===== config.mk =====
export PLATFORM = sky130hd
export DESIGN_NAME = card_translator_cfg
export DESIGN_NICKNAME = d
export VERILOG_FILES = /design/src/rtl/card_cfg_pkg.sv /design/src/rtl/card_cfg_if.sv /design/src/rtl/card_cfg_serial.sv /design/src/rtl/card_translator_cfg.sv
export SDC_FILE = /design/constraint.sdc
export NUM_CORES = 1
export LEC_CHECK = 0
export BUFFER_PORTS_ARGS = -buffer_cell sky130_fd_sc_hd__buf_2
export CAP_MARGIN = 15
export CELL_PAD_IN_SITES_DETAIL_PLACEMENT = 0
export CELL_PAD_IN_SITES_GLOBAL_PLACEMENT = 1
export CORE_MARGIN = 2
export CORE_UTILIZATION = 50
export CTS_CLUSTER_SIZE = 28
export DETAILED_ROUTE_END_ITERATION = 12
export GPL_TIMING_DRIVEN = 0
export HOLD_SLACK_MARGIN = 0.02
export PLACE_DENSITY_LB_ADDON = 0.1
export SLEW_MARGIN = 10
export SYNTH_ARGS = -nofsm -noshare
export SYNTH_HDL_FRONTEND = slang
export SYNTH_SLANG_ARGS = --single-unit

===== constraint.sdc =====
create_clock -name i_clk_sys -period 3.6 [get_ports i_clk_sys]
set_input_delay 0.9 -clock i_clk_sys [delete_from_list [all_inputs] [get_ports i_clk_sys]]
set_output_delay 0.9 -clock i_clk_sys [all_outputs]
set_load 0.01 [all_outputs]

===== src/rtl/card_cfg_pkg.sv =====
// package with register layout, reset values and bus constants for the card translator config
package card_cfg_pkg;
	localparam int DATA_W = 8;
	localparam logic [6:0] SLAVE_ADDR_DEFAULT = 7'h2A; // arbitrary neutral address
	localparam logic [7:0] DEVICE_CONFIG_OFFSET = 8'h00;
	localparam logic [7:0] DEVICE_CONFIG_RESET = 8'h00;
	localparam int REG_DIS_POS = 7;
	localparam int ROLE_POS = 6;
	localparam int RST_LVL_POS = 5;
	localparam int FREEZE_POS = 4;
	localparam int POL_POS = 3;
	localparam int RSVD_POS = 2;
	localparam int VSEL_POS = 1;
	localparam int EN_POS = 0;
	localparam logic [7:0] WRITE_MASK = 8'hFB; // reserved bit never stored
	localparam logic [3:0] BIT_LAST = 4'h7;
	localparam logic [3:0] BIT_ACK = 4'h8;
	typedef enum logic [2:0]
	{
		ST_IDLE = 3'b000,
		ST_ADDR = 3'b001,
		ST_ADDR_ACK = 3'b010,
		ST_WDATA = 3'b011,
		ST_WACK = 3'b100,
		ST_RDATA = 3'b101,
		ST_RACK = 3'b110,
		ST_WAIT = 3'b111
	} bus_state_type;
endpackage


===== src/rtl/card_cfg_if.sv =====
// interface carrying decoded bus writes and the readback byte between slave and register
`timescale 1ns/1ps
interface card_cfg_if;
	logic wr_stb;
	logic [7:0] wr_data;
	logic [7:0] rd_data;
	modport slave (output wr_stb, output wr_data, input rd_data);
	modport regs (input wr_stb, input wr_data, output rd_data);
endinterface


===== src/rtl/card_cfg_serial.sv =====
// two-wire serial slave with one register and no subaddress
`timescale 1ns/1ps
module card_cfg_serial
	import card_cfg_pkg::*;
#(
	parameter logic [6:0] SLAVE_ADDR = SLAVE_ADDR_DEFAULT
)
(
	// clock and reset
	input wire logic i_clk_sys,
	input wire logic i_nrst,
	// synchronised bus lines
	input wire logic i_scl,
	input wire logic i_sda,
	// data line drive
	output logic o_sda_oe,
	// register side
	card_cfg_if.slave cfg
);
	bus_state_type state_reg, state_next;
	logic [3:0] cnt_reg, cnt_next;
	logic [7:0] shift_reg, shift_next;
	logic scl_d_reg, sda_d_reg, sda_oe_reg, sda_oe_next, wr_stb_next;
	logic [7:0] wr_data_reg;
	logic pend_reg, pend_next;
	wire scl_rise = i_scl & ~scl_d_reg;
	wire scl_fall = ~i_scl & scl_d_reg;
	wire start_cond = i_scl & scl_d_reg & sda_d_reg & ~i_sda;
	wire stop_cond = i_scl & scl_d_reg & ~sda_d_reg & i_sda;
	wire addr_hit = (shift_reg[7:1] == SLAVE_ADDR);

	assign o_sda_oe = sda_oe_reg;
	assign cfg.wr_data = wr_data_reg;

	// byte engine: address byte then one data byte, msb first
	always_comb
	begin
		state_next = state_reg;
		cnt_next = cnt_reg;
		shift_next = shift_reg;
		sda_oe_next = sda_oe_reg;
		pend_next = pend_reg;
		wr_stb_next = 1'b0;
		// received bits are counted on rising clock edges, so the fall that follows
		// the start condition is not mistaken for a data bit
		unique case (state_reg)
			ST_IDLE, ST_WAIT: ;
			ST_ADDR:
				if (scl_rise && cnt_reg <= BIT_LAST)
				begin
					shift_next = {shift_reg[6:0], i_sda};
					cnt_next = cnt_reg + 4'h1;
				end
				else if (scl_fall && cnt_reg == BIT_ACK)
				begin
					// ack is driven through the whole ninth clock
					state_next = addr_hit ? ST_ADDR_ACK : ST_WAIT;
					sda_oe_next = addr_hit;
				end
			ST_ADDR_ACK:
				if (scl_fall)
				begin
					cnt_next = 4'h0;
					if (shift_reg[0])
					begin
						state_next = ST_RDATA;
						shift_next = cfg.rd_data;
						sda_oe_next = ~cfg.rd_data[7];
					end
					else
					begin
						state_next = ST_WDATA;
						sda_oe_next = 1'b0;
					end
				end
			ST_WDATA:
				if (scl_rise && cnt_reg <= BIT_LAST)
				begin
					shift_next = {shift_reg[6:0], i_sda};
					cnt_next = cnt_reg + 4'h1;
				end
				else if (scl_fall && cnt_reg == BIT_ACK)
				begin
					state_next = ST_WACK;
					sda_oe_next = 1'b1;
				end
			ST_WACK:
				if (scl_fall)
				begin
					// update waits for stop, as the internal write does
					pend_next = 1'b1;
					state_next = ST_WAIT;
					sda_oe_next = 1'b0;
				end
			ST_RDATA:
				if (scl_fall)
				begin
					cnt_next = cnt_reg + 4'h1;
					shift_next = {shift_reg[6:0], 1'b1};
					sda_oe_next = (cnt_reg < BIT_LAST) ? ~shift_reg[6] : 1'b0;
					if (cnt_reg == BIT_LAST)
						state_next = ST_RACK;
				end
			ST_RACK:
				// ack or nack from the master are both accepted
				if (scl_fall)
					state_next = ST_WAIT;
		endcase
		if (start_cond)
		begin
			state_next = ST_ADDR;
			cnt_next = 4'h0;
			sda_oe_next = 1'b0;
			pend_next = 1'b0;
		end
		else if (stop_cond)
		begin
			state_next = ST_IDLE;
			sda_oe_next = 1'b0;
			wr_stb_next = pend_reg;
			pend_next = 1'b0;
		end
	end

	// bus state registers
	always_ff @(posedge i_clk_sys or negedge i_nrst)
	begin
		if (!i_nrst)
		begin
			state_reg <= ST_IDLE;
			cnt_reg <= 4'h0;
			shift_reg <= 8'h00;
			scl_d_reg <= 1'b1;
			sda_d_reg <= 1'b1;
			sda_oe_reg <= 1'b0;
			pend_reg <= 1'b0;
			wr_data_reg <= 8'h00;
			cfg.wr_stb <= 1'b0;
		end
		else
		begin
			state_reg <= state_next;
			cnt_reg <= cnt_next;
			shift_reg <= shift_next;
			scl_d_reg <= i_scl;
			sda_d_reg <= i_sda;
			sda_oe_reg <= sda_oe_next;
			pend_reg <= pend_next;
			if (state_reg == ST_WACK && scl_fall)
				wr_data_reg <= shift_reg;
			cfg.wr_stb <= wr_stb_next;
		end
	end
endmodule


===== src/rtl/card_translator_cfg.sv =====
// configuration register and card-side output control of the card interface translator
// Operation
// - bit 7 set turns the regulator off
// - bit 6 clear passes host reset through
// - bit 6 set makes pin an enable
// - bit 3 selects enable pin polarity
// - bit 5 drives card reset in enable mode
// - bit 4 freezes card data and clock at inputs, and card reset too in pass-through mode
// - bit 1 selects 1.8 V or 3 V
// - bit 0 enables; read-only pin state in enable mode
// - modes valid only under serial-bus control
// - address byte then one data byte
// - reset loads defaults into register and engine
`timescale 1ns/1ps
module card_translator_cfg
	import card_cfg_pkg::*;
#(
	parameter logic [6:0] SLAVE_ADDR = SLAVE_ADDR_DEFAULT
)
(
	// clock and reset
	input wire logic i_clk_sys,
	input wire logic i_nrst,
	// serial bus pins
	input wire logic i_scl,
	input wire logic i_sda,
	output logic o_sda_out,
	output logic o_sda_oe,
	// host side inputs
	input wire logic i_host_reset_en,
	input wire logic i_host_data,
	input wire logic i_host_clock,
	// card side outputs
	output logic o_card_reset_out,
	output logic o_card_data_io,
	output logic o_card_clock_out,
	// regulator and device control
	output logic o_regulator_enable,
	output logic o_supply_voltage_3v,
	output logic o_device_enable,
	// register readback
	output logic [7:0] o_device_config
);
	card_cfg_if cfg ();
	logic [1:0] scl_sync_reg, sda_sync_reg, pin_sync_reg, data_sync_reg, clk_sync_reg;
	logic [7:0] device_config_reg;
	logic frz_data_reg, frz_clock_reg, frz_reset_reg;
	logic card_reset_reg, card_data_reg, card_clock_reg;

	// two-stage synchronisers for every pin input
	always_ff @(posedge i_clk_sys or negedge i_nrst)
	begin
		if (!i_nrst)
		begin
			scl_sync_reg <= 2'h3;
			sda_sync_reg <= 2'h3;
			pin_sync_reg <= 2'h0;
			data_sync_reg <= 2'h3;
			clk_sync_reg <= 2'h0;
		end
		else
		begin
			scl_sync_reg <= {scl_sync_reg[0], i_scl};
			sda_sync_reg <= {sda_sync_reg[0], i_sda};
			pin_sync_reg <= {pin_sync_reg[0], i_host_reset_en};
			data_sync_reg <= {data_sync_reg[0], i_host_data};
			clk_sync_reg <= {clk_sync_reg[0], i_host_clock};
		end
	end

	wire pin_lvl = pin_sync_reg[1];
	wire role_en = device_config_reg[ROLE_POS];
	wire freeze = device_config_reg[FREEZE_POS];

	card_cfg_serial #(.SLAVE_ADDR(SLAVE_ADDR)) u_serial
	(
		.i_clk_sys(i_clk_sys),
		.i_nrst(i_nrst),
		.i_scl(scl_sync_reg[1]),
		.i_sda(sda_sync_reg[1]),
		.o_sda_oe(o_sda_oe),
		.cfg(cfg.slave)
	);
	// open drain: only ever pulls low
	assign o_sda_out = 1'b0;

	// enable bit reads pin in enable mode
	assign cfg.rd_data = role_en
		? {device_config_reg[7:1], pin_lvl}
		: device_config_reg;

	// enable bit write guard
	// when the written byte sets bit 6 the written enable bit is dropped and the stored one kept
	wire keep_en = cfg.wr_data[ROLE_POS];
	wire new_en = keep_en ? device_config_reg[EN_POS] : cfg.wr_data[EN_POS];
	wire [7:0] config_write = {cfg.wr_data[7:1] & WRITE_MASK[7:1], new_en};

	always_ff @(posedge i_clk_sys or negedge i_nrst)
	begin
		if (!i_nrst)
			device_config_reg <= DEVICE_CONFIG_RESET;
		else if (cfg.wr_stb)
			device_config_reg <= config_write;
	end

	// pin acts as enable in enable mode
	wire pin_enable = device_config_reg[POL_POS] ? ~pin_lvl : pin_lvl;
	// modes apply under bus control only
	wire dev_en = role_en ? pin_enable : device_config_reg[EN_POS];

	wire reset_src = role_en ? device_config_reg[RST_LVL_POS] : pin_lvl;

	// freeze capture: levels held while the freeze bit stands
	always_ff @(posedge i_clk_sys or negedge i_nrst)
	begin
		if (!i_nrst)
		begin
			frz_data_reg <= 1'b1;
			frz_clock_reg <= 1'b0;
			frz_reset_reg <= 1'b0;
		end
		else if (!freeze)
		begin
			frz_data_reg <= data_sync_reg[1];
			frz_clock_reg <= clk_sync_reg[1];
			frz_reset_reg <= pin_lvl;
		end
	end

	always_ff @(posedge i_clk_sys or negedge i_nrst)
	begin
		if (!i_nrst)
		begin
			card_data_reg <= 1'b1;
			card_clock_reg <= 1'b0;
			card_reset_reg <= 1'b0;
		end
		else
		begin
			card_data_reg <= freeze ? frz_data_reg : data_sync_reg[1];
			card_clock_reg <= freeze ? frz_clock_reg : clk_sync_reg[1];
			// reset is frozen only in pass-through mode
			card_reset_reg <= (freeze && !role_en) ? frz_reset_reg : reset_src;
		end
	end

	assign o_card_data_io = card_data_reg;
	assign o_card_clock_out = card_clock_reg;
	assign o_card_reset_out = card_reset_reg;
	assign o_regulator_enable = ~device_config_reg[REG_DIS_POS];
	assign o_supply_voltage_3v = device_config_reg[VSEL_POS];
	assign o_device_enable = dev_en;
	assign o_device_config = cfg.rd_data;
endmodule


==> After elaboration in Yosys (flattened, before gate mapping) <==
Index checks and enable logic that the tools add are counted.
{ "word_totals": {"elab_cells": 133, "in_bits": 7, "rom_bits": 0, "ram_bits": 0, "regBits": 49, "memories": 0, "latchBits": 0} }
{ "classes": {"n_div": 0, "n_mux": 48, "add_sub_neg": 1, "bitwise_logic": 16, "n_lt_le_gt_ge": 2, "n_mul": 0, "reduce_logical": 20, "n_shift": 0, "n_eq_ne": 25} }
{ "ops": {"columns": ["cell", "count"], "rows": [
  ["$mux W3", 12],
  ["$mux W8", 4],
  ["$ne A4 B1 Y1 const B", 7],
  ["$pmux W8 S3", 1],
  ["$mux W1", 23],
  ["$mux W4", 4],
  ["$pmux W3 S5", 1],
  ["$reduce_bool A7 Y1", 2],
  ["$pmux W4 S3", 1],
  ["$eq A3 B3 Y1 const B", 3],
  ["$ne A3 B1 Y1 const B", 3],
  ["$not A1 Y1", 9],
  ["$reduce_and A9 Y1", 1],
  ["$reduce_bool A3 Y1", 3],
  ["$ne A2 B1 Y1 const B", 4],
  ["$ne A4 B2 Y1 const B", 2],
  ["$reduce_and A4 Y1", 2],
  ["$reduce_and A8 Y1", 1],
  ["$and A1 B1 Y1", 7],
  ["$eq A7 B6 Y1 const B", 1],
  ["$mux W7", 1],
  ["$eq A3 B2 Y1 const B", 2],
  ["$pmux W1 S5", 1],
  ["$reduce_and A5 Y1", 1],
  ["11 further kinds", 16]
]} }

==> Depth between registers and ports, before layout <==
Gate-level depths: netlist (run 1).
{ "logic_depth": {"word_depth": 8, "ltp_mapped": 7, "mapped_depth_nobuf": 6} }

==> Cells and area by module <==
Synthesis (run 1) repeated with hierarchy kept, for this count alone.
{ "unflattened": {"cells_unflattened": 196, "area_unflattened_um2": 2293.4} }
{ "by_module_without_submodules": {"columns": ["mod", "area_per_inst_um2", "cells_each", "n_inst", "seq_area_each_um2"], "rows": [
  ["card_cfg_serial", 1526.5, 147, 1, 703.2],
  ["card_translator_cfg", 767.0, 49, 1, 534.3]
]} }

==> Least setup slack after synthesis (run 1) <==
No wires, ideal clock.
{ "synth_path": {"path_kind": "flip-flop to flip-flop", "startpoint": "reg u_serial.scl_d_reg", "endpoint": "reg u_serial.state_reg[1]", "path_stages_with_launch": 6, "t_arrival_ns": 1.640, "period_less_slack_ns": 1.760, "slack_ns": 1.840, "setup_ns": 0.120, "cell_sequence": "dfstp_2 nor2b_2 and4b_1 a21oi_2 or4_1 o211a_1"} }
{ "synth_between": {"elab_chain_cells": 5, "elab_cells_between_ends": 22} }
{ "synth_rtl": {"columns": ["item", "line_no", "text"], "rows": [
  ["from (decl)", "card_cfg_serial.sv:23", "logic scl_d_reg, sda_d_reg, sda_oe_reg, sda_oe_next, wr_stb_next;"],
  ["from (signal assigned)", "card_cfg_serial.sv:145", "scl_d_reg <= i_scl;"],
  ["$and A1 B1 Y1 or $not A1 Y1 (tied branches)", "card_cfg_serial.sv:28, card_cfg_serial.sv:29, card_cfg_serial.sv:26", null],
  ["$and A1 B1 Y1, on equally long branches", "card_cfg_serial.sv:29, card_cfg_serial.sv:26, card_cfg_serial.sv:28", null],
  ["$and A1 B1 Y1, or another cell as far along", "card_cfg_serial.sv:29", "wire stop_cond = i_scl & scl_d_reg & ~sda_d_reg & i_sda;"],
  ["$ne A4 B1 Y1 (no line), or another cell as far along", null, null],
  ["$reduce_and A9 Y1 (no line) or $mux W3 (tied branches)", null, null],
  ["to (signal assigned)", "card_cfg_serial.sv:142", "state_reg <= state_next;"],
  ["to (decl)", "card_cfg_serial.sv:20", "bus_state_type state_reg, state_next;"]
]} }
Several ways; a longest one is shown, not always the timed one.
A chain may end at the register's enable or synchronous reset.

==> Final worst setup path (run 1) <==
{ "layout_path": {"startpoint": "reg device_config_reg[6]", "endpoint": "out o_device_config[0]"} }
{ "layout_between": {"elab_chain_cells": 1} }
{ "layout_rtl": {"columns": ["item", "line_no", "text"], "rows": [
  ["from (decl)", "card_translator_cfg.sv:46", "logic [7:0] device_config_reg;"],
  ["from (signal assigned)", "card_translator_cfg.sv:103", "device_config_reg <= config_write;"],
  ["$mux W7", "card_translator_cfg.sv:89", "? {device_config_reg[7:1], pin_lvl}"],
  ["to (decl)", "card_translator_cfg.sv:42", "output logic [7:0] o_device_config"]
]} }
Every way passes these cells.

==> out/summary.txt, run 1 <==
# IOs - 23
non-filler cells in the finished layout - 285
hold_buf cts - 0
Slew @ Worst Pin - 1.02 ns
Unique masters post-synth - 52
Post-Syn Area - 2280 sq um
IO buf count - 20
RSZ-0062 raised after global routing - no
critical path cell sequence - mux2_2 -> buf_2
synthesized flop and latch total - 48
CTS Sinks - 48
synthesis warning total - 0
Initial Utilization - 52.0%
worst-case setup margin in the final layout - 1.40 ns
die boundary width - 71.5 um
outcome - finished clean
FMAX - 455 MHz
antenna violations before repair - 0
Place WS - 1.57 ns
DP Cell Count - 277
final sum of negative setup slack - 0 ns
portion of the clock cycle consumed by the worst path in the final layout - 61.1%
crit-path max FO - 7
power density of the placed cells - 767 nW/um^2
global-route wire length before repair - 7710 um
Critical Path Sink Type - primary output
total power draw - 1.94 mW
Final Setup Violations - 0
ratio of cells with drive above 1 in the final layout - 33.0%
number of post-CTS setup repair buffers - 0
critical path start-end classification - flip-flop to primary output
DR WL/cell - 16.0 um
slowest cell on the critical path - dfrtp_1
power share of the clock group - 15.8%
Switching Share - 38.2%
clock root buffer - clkbuf_8
switching power of the nets - 742 uW
DRT antenna net count - 0
number of maximum-capacitance constraint violations - 0
TritonCTS clock tree - done
ANT cells - 0
detailed-placement wirelength estimate - 3190 um
Synth Flop Type - dfrtp_1
number of buffers created by CTS - 5
path type of the worst min-delay path - flip-flop to flip-flop
critical path startpoint category - flip-flop
vias in the first global route - 1,595
remaining routing DRC violations - 0
number of vias after detailed routing - 1,653
most used standard cells in the synthesized netlist - dfrtp_1 (39), mux2_2 (19), nand2_1 (15), nor2_1 (15), nand3_1 (14)
top cells by area in the synthesized netlist - dfrtp_1 (43%), dfstp_2 (10%), mux2_2 (9.4%)
Post-synth EDFFs - 0
proportion of register bits with asynchronous set or reset after synthesis - 100%
H-tree depth - 2
max FFs per register - 8
sequential fraction of the synthesis area - 53.2%
Max rail drop VDD - 326 uV
Syn Inst Count - 204
number of DRC violations after detailed-routing iteration 0 - 100
largest area contributor in the synthesized netlist - dfrtp_1
fin nets - 241
relative contribution of combinational cells to total power - 40.2%
clock transition at the registers of the reported paths - 0.08 ns
relative contribution of sequential cells to total power - 44.0%
Final Skew - 0.00909 ns
synthesized area per cell - 11.2 sq um
number of search-and-repair iterations in the first detailed-routing pass - 4
internal power summed over all cells - 1.20 mW
GRT Total Usage - 19.3%
Overflow after GRT - 0
final worst hold slack - 0.354 ns
maximum clock path buffer count - 2
Leak Pwr - 1.14 nW
area of the core - 4380 sq um
Die Y - 71.5 um
fraction of post-synthesis cell area in the top cell type by area - 42.8%
Max transition margin - 32.2%
final routed wirelength across all metal layers - 4560 um
Filler Cell Count - 388
signed area change from the synthesized netlist to the final layout - 11.1%
Buf/Inv on CP - 1
number of instances resized during post-cts repair - 0
critical path arrival - 1.30 ns
leading cell type by number of instances after synthesis - dfrtp_1
total count of max-transition violations in the final report - 0
Row Count - 24
Required @ worst endpoint - 2.70 ns
worst skew pair latency - 0.29 ns
die area - 5120 sq um
final critical-path required period - 2.20 ns
final estimated routing congestion in global placement - 0.876
Avg Vias per Cell - 5.80
Hold Fails Final Rpt - 0
pin count of the biggest net entering global routing - 49
crit-path leading delay family - flip-flops
Critical Path Max Stage Delay - 0.48 ns
path summary, 6_finish.rpt:
kind / slack [ns] / start / cells after the start / endpoint
worst min register to register: 0.35 / pin_sync_reg[0] / 0 / pin_sync_reg[1]
worst max-delay path: 1.40 / device_config_reg[6] / 2 / o_device_config[0]
worst max register to register: 1.51 / scl_sync_reg[1] / 6 / u_serial.shift_reg[0]
max in group asynchronous: 2.19 / i_nrst / 1 / u_serial.state_reg[0]
min in group asynchronous: 0.76 / i_nrst / 1 / u_serial.cnt_reg[3]
worst min-delay path: 0.35 / pin_sync_reg[0] / 0 / pin_sync_reg[1]
power groups by stage:
stage                     Clock [mW]  Sequential [mW]  Combinational (mW)
after global placement             0            0.851               0.756
after CTS                      0.322            0.853               0.781
final                          0.307            0.856               0.781
after floorplan                    0            0.824               0.588
after global routing           0.346            0.882               0.860
after detailed placement           0            0.863               0.776
routing by layer:
metal | vias up | GRT usage, % | wire length (um)
li1 | 767 | - | -
met1 | 831 | 28.6 | 2220
met2 | 50 | 29.6 | 2120
met3 | 5 | 3.38 | 193
met4 | 0 | 5.45 | 33
met5 | - | 0 | 0
area by class of cell:
| type | count | area (sq um) | share of cell area, % |
|---|---|---|---|
| clock inverter | 1 | 8.76 | 0.346 |
| timing repair buffer | 20 | 100 | 3.95 |
| inverter | 8 | 30.0 | 1.18 |
| tap | 52 | 65.1 | 2.57 |
| sequential | 48 | 1210 | 47.8 |
| multi-input combinational | 133 | 936 | 36.9 |
| clock buffer | 7 | 76.3 | 3.01 |
| buffer | 16 | 106 | 4.20 |
logic make-up (layout without fill, tap and decap cells):
logic type	after synthesis	count (layout)	synth area share, %
adder cells (fa/ha/maj)	2	2	1.10
other	1	2	0.164
flip-flops	48	48	53.2
AO/OA/AOI/OAI	39	39	12.7
XOR/XNOR	3	3	1.15
AND/OR/NAND/NOR	67	67	16.0
buffers and inverters	24	52	5.98
multiplexers	20	20	9.82
through the flow:
stage / utilization, % / cell area, sq um
after detailed placement: 55.9 / 2450
after floorplan: - / 2280
after CTS: 57.8 / 2530
after global placement: 55.9 / 2450
after global routing: 57.8 / 2530
final: 57.8 / 2530
cells in the final DEF, fill, tap and decap left out, types with 2 or more instances in the layout:
| master | synthesis | layout |
|---|---|---|
| buf_4 | 9 | 9 |
| clkbuf_8 | 0 | 5 |
| conb_1 | 1 | 2 |
| nor4bb_1 | 2 | 2 |
| nand3_1 | 14 | 14 |
| o21ai_1 | 3 | 3 |
| o21ai_0 | 11 | 11 |
| xor2_1 | 2 | 2 |
| nor3_1 | 2 | 2 |
| o22ai_1 | 2 | 2 |
| dfrtp_1 | 39 | 39 |
| a31oi_1 | 3 | 3 |
| dfstp_2 | 9 | 9 |
| clkbuf_1 | 4 | 6 |
| nor2b_1 | 4 | 4 |
| and2_1 | 2 | 2 |
| a21oi_1 | 4 | 4 |
| ha_1 | 2 | 2 |
| nor3b_1 | 3 | 3 |
| mux2_2 | 19 | 19 |
| a31oi_2 | 2 | 2 |
| buf_2 | 1 | 21 |
| nand2_1 | 15 | 15 |
| nand3b_1 | 2 | 2 |
| nor2_1 | 15 | 15 |
| inv_1 | 7 | 7 |
worst register-to-register path: stages (launching register included):
cell,delay [ns]
dfstp_2,0.62
nor4b_1,0.43
o21ai_1,0.27
and2_1,0.21
clkbuf_1,0.18
a21oi_1,0.17
o22ai_1,0.09
(Power assumes the default switching activity.)
==> run 2, diff against run 1 <==
--- a/config.mk
+++ b/config.mk
@@ -10,7 +10,7 @@
 export CELL_PAD_IN_SITES_DETAIL_PLACEMENT = 0
 export CELL_PAD_IN_SITES_GLOBAL_PLACEMENT = 1
 export CORE_MARGIN = 2
-export CORE_UTILIZATION = 50
+export CORE_UTILIZATION = 42
 export CTS_CLUSTER_SIZE = 28
 export DETAILED_ROUTE_END_ITERATION = 12
 export GPL_TIMING_DRIVEN = 0
==> constraint.sdc (replaced) <==
create_clock -name i_clk_sys -period 1.75 [get_ports i_clk_sys]
set_input_delay 0.4375 -clock i_clk_sys [delete_from_list [all_inputs] [get_ports i_clk_sys]]
set_output_delay 0.4375 -clock i_clk_sys [all_outputs]
set_load 0.01 [all_outputs]
==> run 2 against run 1 <==
The flow now finishes with violations (setup timing). Register-to-register slack worse by 1.5 ns. Total power rose by 130%. Global-route usage decreased by 2.3 points. Die area up 18%. Design area increased by 14%. Combinational power increased to 2.6 times the previous value. Worst setup slack worse by 1.4 ns. Sequential power rose by 110%. Critical endpoint is now u_serial.state_reg[2]. Largest power group is now combinational cells. Highest routed layer unchanged.
==> out/summary.txt, run 2 (synthesis results as in run 1) <==
Switching Share - 38.0% (-0.19 points)
endpoint of the worst register-to-register path - u_serial.state_reg[2]
antenna violations before repair - 0 (unchanged)
global-route wire length before repair - 8080 um (+4.7%)
Max rail drop VDD - 714 uV (+120%)
ANT cells - 0 (unchanged)
remaining routing DRC violations - 0 (unchanged)
DR WL/cell - 15.4 um (-3.5%)
violations in the final reports - setup timing
worst-case setup margin in the final layout - -0.0176 ns (-1.42 ns)
final critical-path required period - 1.77 ns
Final Setup Violations - 1 (+1)
Critical Path Sink Type - flip-flop
Slew @ Worst Pin - 0.539 ns (-0.478 ns)
critical path startpoint category - flip-flop
vias in the first global route - 1,704 (+6.8%)
GRT Total Usage - 17.0% (-2.3 points)
Hold Fails Final Rpt - 0 (unchanged)
outcome - complete, but fails checks
number of vias after detailed routing - 1,658 (+0.30%)
critical path arrival - 1.96 ns (+0.66 ns)
internal reg-to-reg setup slack - -0.02 ns (-1.53 ns)
Final Skew - 0.0109 ns (+0.00180 ns)
crit-path max FO - 4 (-3)
critical path start-end classification - flip-flop to flip-flop
signed area change from the synthesized netlist to the final layout - 27.2%
maximum clock path buffer count - 2 (unchanged)
launch point of the worst reg-to-reg path - u_serial.scl_d_reg
slowest cell on the critical path - dfstp_2
fin nets - 262 (+8.7%)
Place WS - -0.192 ns (-1.76 ns)
final routed wirelength across all metal layers - 5000 um (+9.7%)
clock transition at the registers of the reported paths - 0.09 ns (about the same)
switching power of the nets - 1.71 mW (+130%)
most common cell after layout, fill and taps aside - dfrtp_1
number of cells traversed by the worst register-to-register path - 5 (-1)
Leak Pwr - 1.30 nW (+14%)
H-tree depth - 2 (unchanged)
final estimated routing congestion in global placement - 0.786 (-10%)
most used cells in the layout excluding fill and tap cells - dfrtp_1 (36), buf_4 (26), buf_2 (20), mux2_2 (19), nand2_1 (15)
total non-filler cell area in the finished layout - 2900 sq um (+14%)
critical path cell sequence - nor2b_4 -> and4b_1 -> a21oi_2 -> buf_4 -> o311a_2
Sequential Area - 1220 sq um (+0.31%)
total count of max-transition violations in the final report - 0 (unchanged)
relative contribution of sequential cells to total power - 39.5% (-4.5 points)
number of DRC violations after detailed-routing iteration 0 - 88 (-12%)
Max transition margin - 64.0% (+32 points)
Avg Vias per Cell - 5.12 (-12%)
DRT antenna net count - 0 (unchanged)
IO buf count - 20 (unchanged)
relative contribution of combinational cells to total power - 45.4% (+5.2 points)
CTS Sinks - 48 (unchanged)
multi-input combinational cell area - 1060 sq um (+14%)
pin count of the biggest net entering global routing - 49 (unchanged)
final sum of negative setup slack - -0.0176 ns (-0.0176 ns)
internal power summed over all cells - 2.80 mW (+130%)
detailed-placement wirelength estimate - 3240 um (+1.5%)
area of the core - 5170 sq um (+18%)
die area - 6040 sq um (+18%)
Critical Path Max Stage Delay - 0.60 ns (+0.12 ns)
placed standard-cell area - 2470 sq um (+0.92%)
total power draw - 4.51 mW (+130%)
Required @ worst endpoint - 1.94 ns (-0.76 ns)
number of buffers created by CTS - 5 (unchanged)
clock root buffer - clkbuf_8
number of maximum-capacitance constraint violations - 0 (unchanged)
number of cells on the worst hold path - 1 (+1)
portion of the clock cycle consumed by the worst path in the final layout - 101%
ratio of cells with drive above 1 in the final layout - 48.8% (+16 points)
FMAX - 566 MHz
max FFs per register - 8 (unchanged)
DP Cell Count - 295 (+6.5%)
number of search-and-repair iterations in the first detailed-routing pass - 4 (unchanged)
power share of the clock group - 15.1% (-0.7 points)
non-filler cells in the finished layout - 324 (+14%)
Row Count - 26 (+8.3%)
startpoint of the worst hold path - i_scl
Overflow after GRT - 0 (unchanged)
worst skew pair latency - 0.30 ns (about the same)
RSZ-0062 raised after global routing - yes
Die Y - 77.7 um (+8.6%)
Hold Path End - scl_sync_reg[0]
Filler Cell Count - 435 (+12%)
TritonCTS clock tree - done
power density of the placed cells - 1560 nW/um^2 (+100%)
# IOs - 23 (unchanged)
Initial Utilization - 44.1% (-7.9 points)
path type of the worst min-delay path - input port to flip-flop
die boundary width - 77.7 um (+8.6%)
## run 2: cell count changes in the layout (fill, tap and decap cells not counted), sizes merged
cell         delta
buf            +21
clkbuf          -1
clkinv          -1
clkinvlp        +1
dlygate4sd3     +1
## run 2: worst max path at each step
stage | cells past startpoint | start | to | slack (ns)
after floorplan | 5 | u_serial.scl_d_reg | u_serial.state_reg[1] | 0.002
after global placement | 6 | scl_sync_reg[1] | u_serial.shift_reg[5] | -0.19
after detailed placement | 6 | scl_sync_reg[1] | u_serial.shift_reg[5] | -0.19
after CTS | 5 | u_serial.scl_d_reg | u_serial.state_reg[0] | 0.001
after global routing | 6 | u_serial.scl_d_reg | u_serial.state_reg[2] | -0.09
final | 5 | u_serial.scl_d_reg | u_serial.state_reg[2] | -0.02
## run 2: area by class of cell
type | count | share of cell area (%)
flip-flops and latches | 48 | 41.9
clock buffers | 7 | 2.98
well taps | 70 | 3.02
repair buffers | 42 | 10.1
multi-input cells | 133 | 36.7
inverters | 8 | 1.04
clock inverters | 1 | 0.259
plain buffers | 15 | 4.01
## run 2: routing by layer
layer	share of wire, %	global-route usage, %	up-vias	wire length, um
met5	0	0	-	0
met4	1.7	7.68	0	86
met3	2.8	3.72	6	142
met2	51	28.7	29	2580
met1	44	20.8	819	2200
li1	-	-	804	-
## run 2: worst max-delay path, delay by kind of cell, from the launching register on
kind            cells  cell delay, ns
compound gates      2            0.46
buf+inv             1            0.16
flops               1            0.60
simple gates        2            0.44
## run 2: through the flow
step,utilization [%],hold slack (ns)
after floorplan,-,0.142
after global placement,47.8,0.333
after detailed placement,47.8,0.338
after CTS,52.9,0.218
after global routing,56.1,0.212
final,56.1,0.228
## run 2: repair_timing
action,in CTS,in global routing
pin swaps,7,6
hold endpoints to repair,0,7
setup buffers,12,7
resized for setup,16,24
cloned,0,1
endpoints found under the setup margin,24,24
hold buffers,0,1
## run 2: power by group through the flow
stage          combinational (mW)  clock, mW  sequential, mW
2_1_floorplan                1.21          0            1.69
3_3_place_gp                 1.55          0            1.77
3_5_place_dp                 1.59          0            1.78
4_1_cts                      1.81      0.702            1.76
5_1_grt                      2.24      0.757            1.83
6_report                     2.05      0.683            1.78
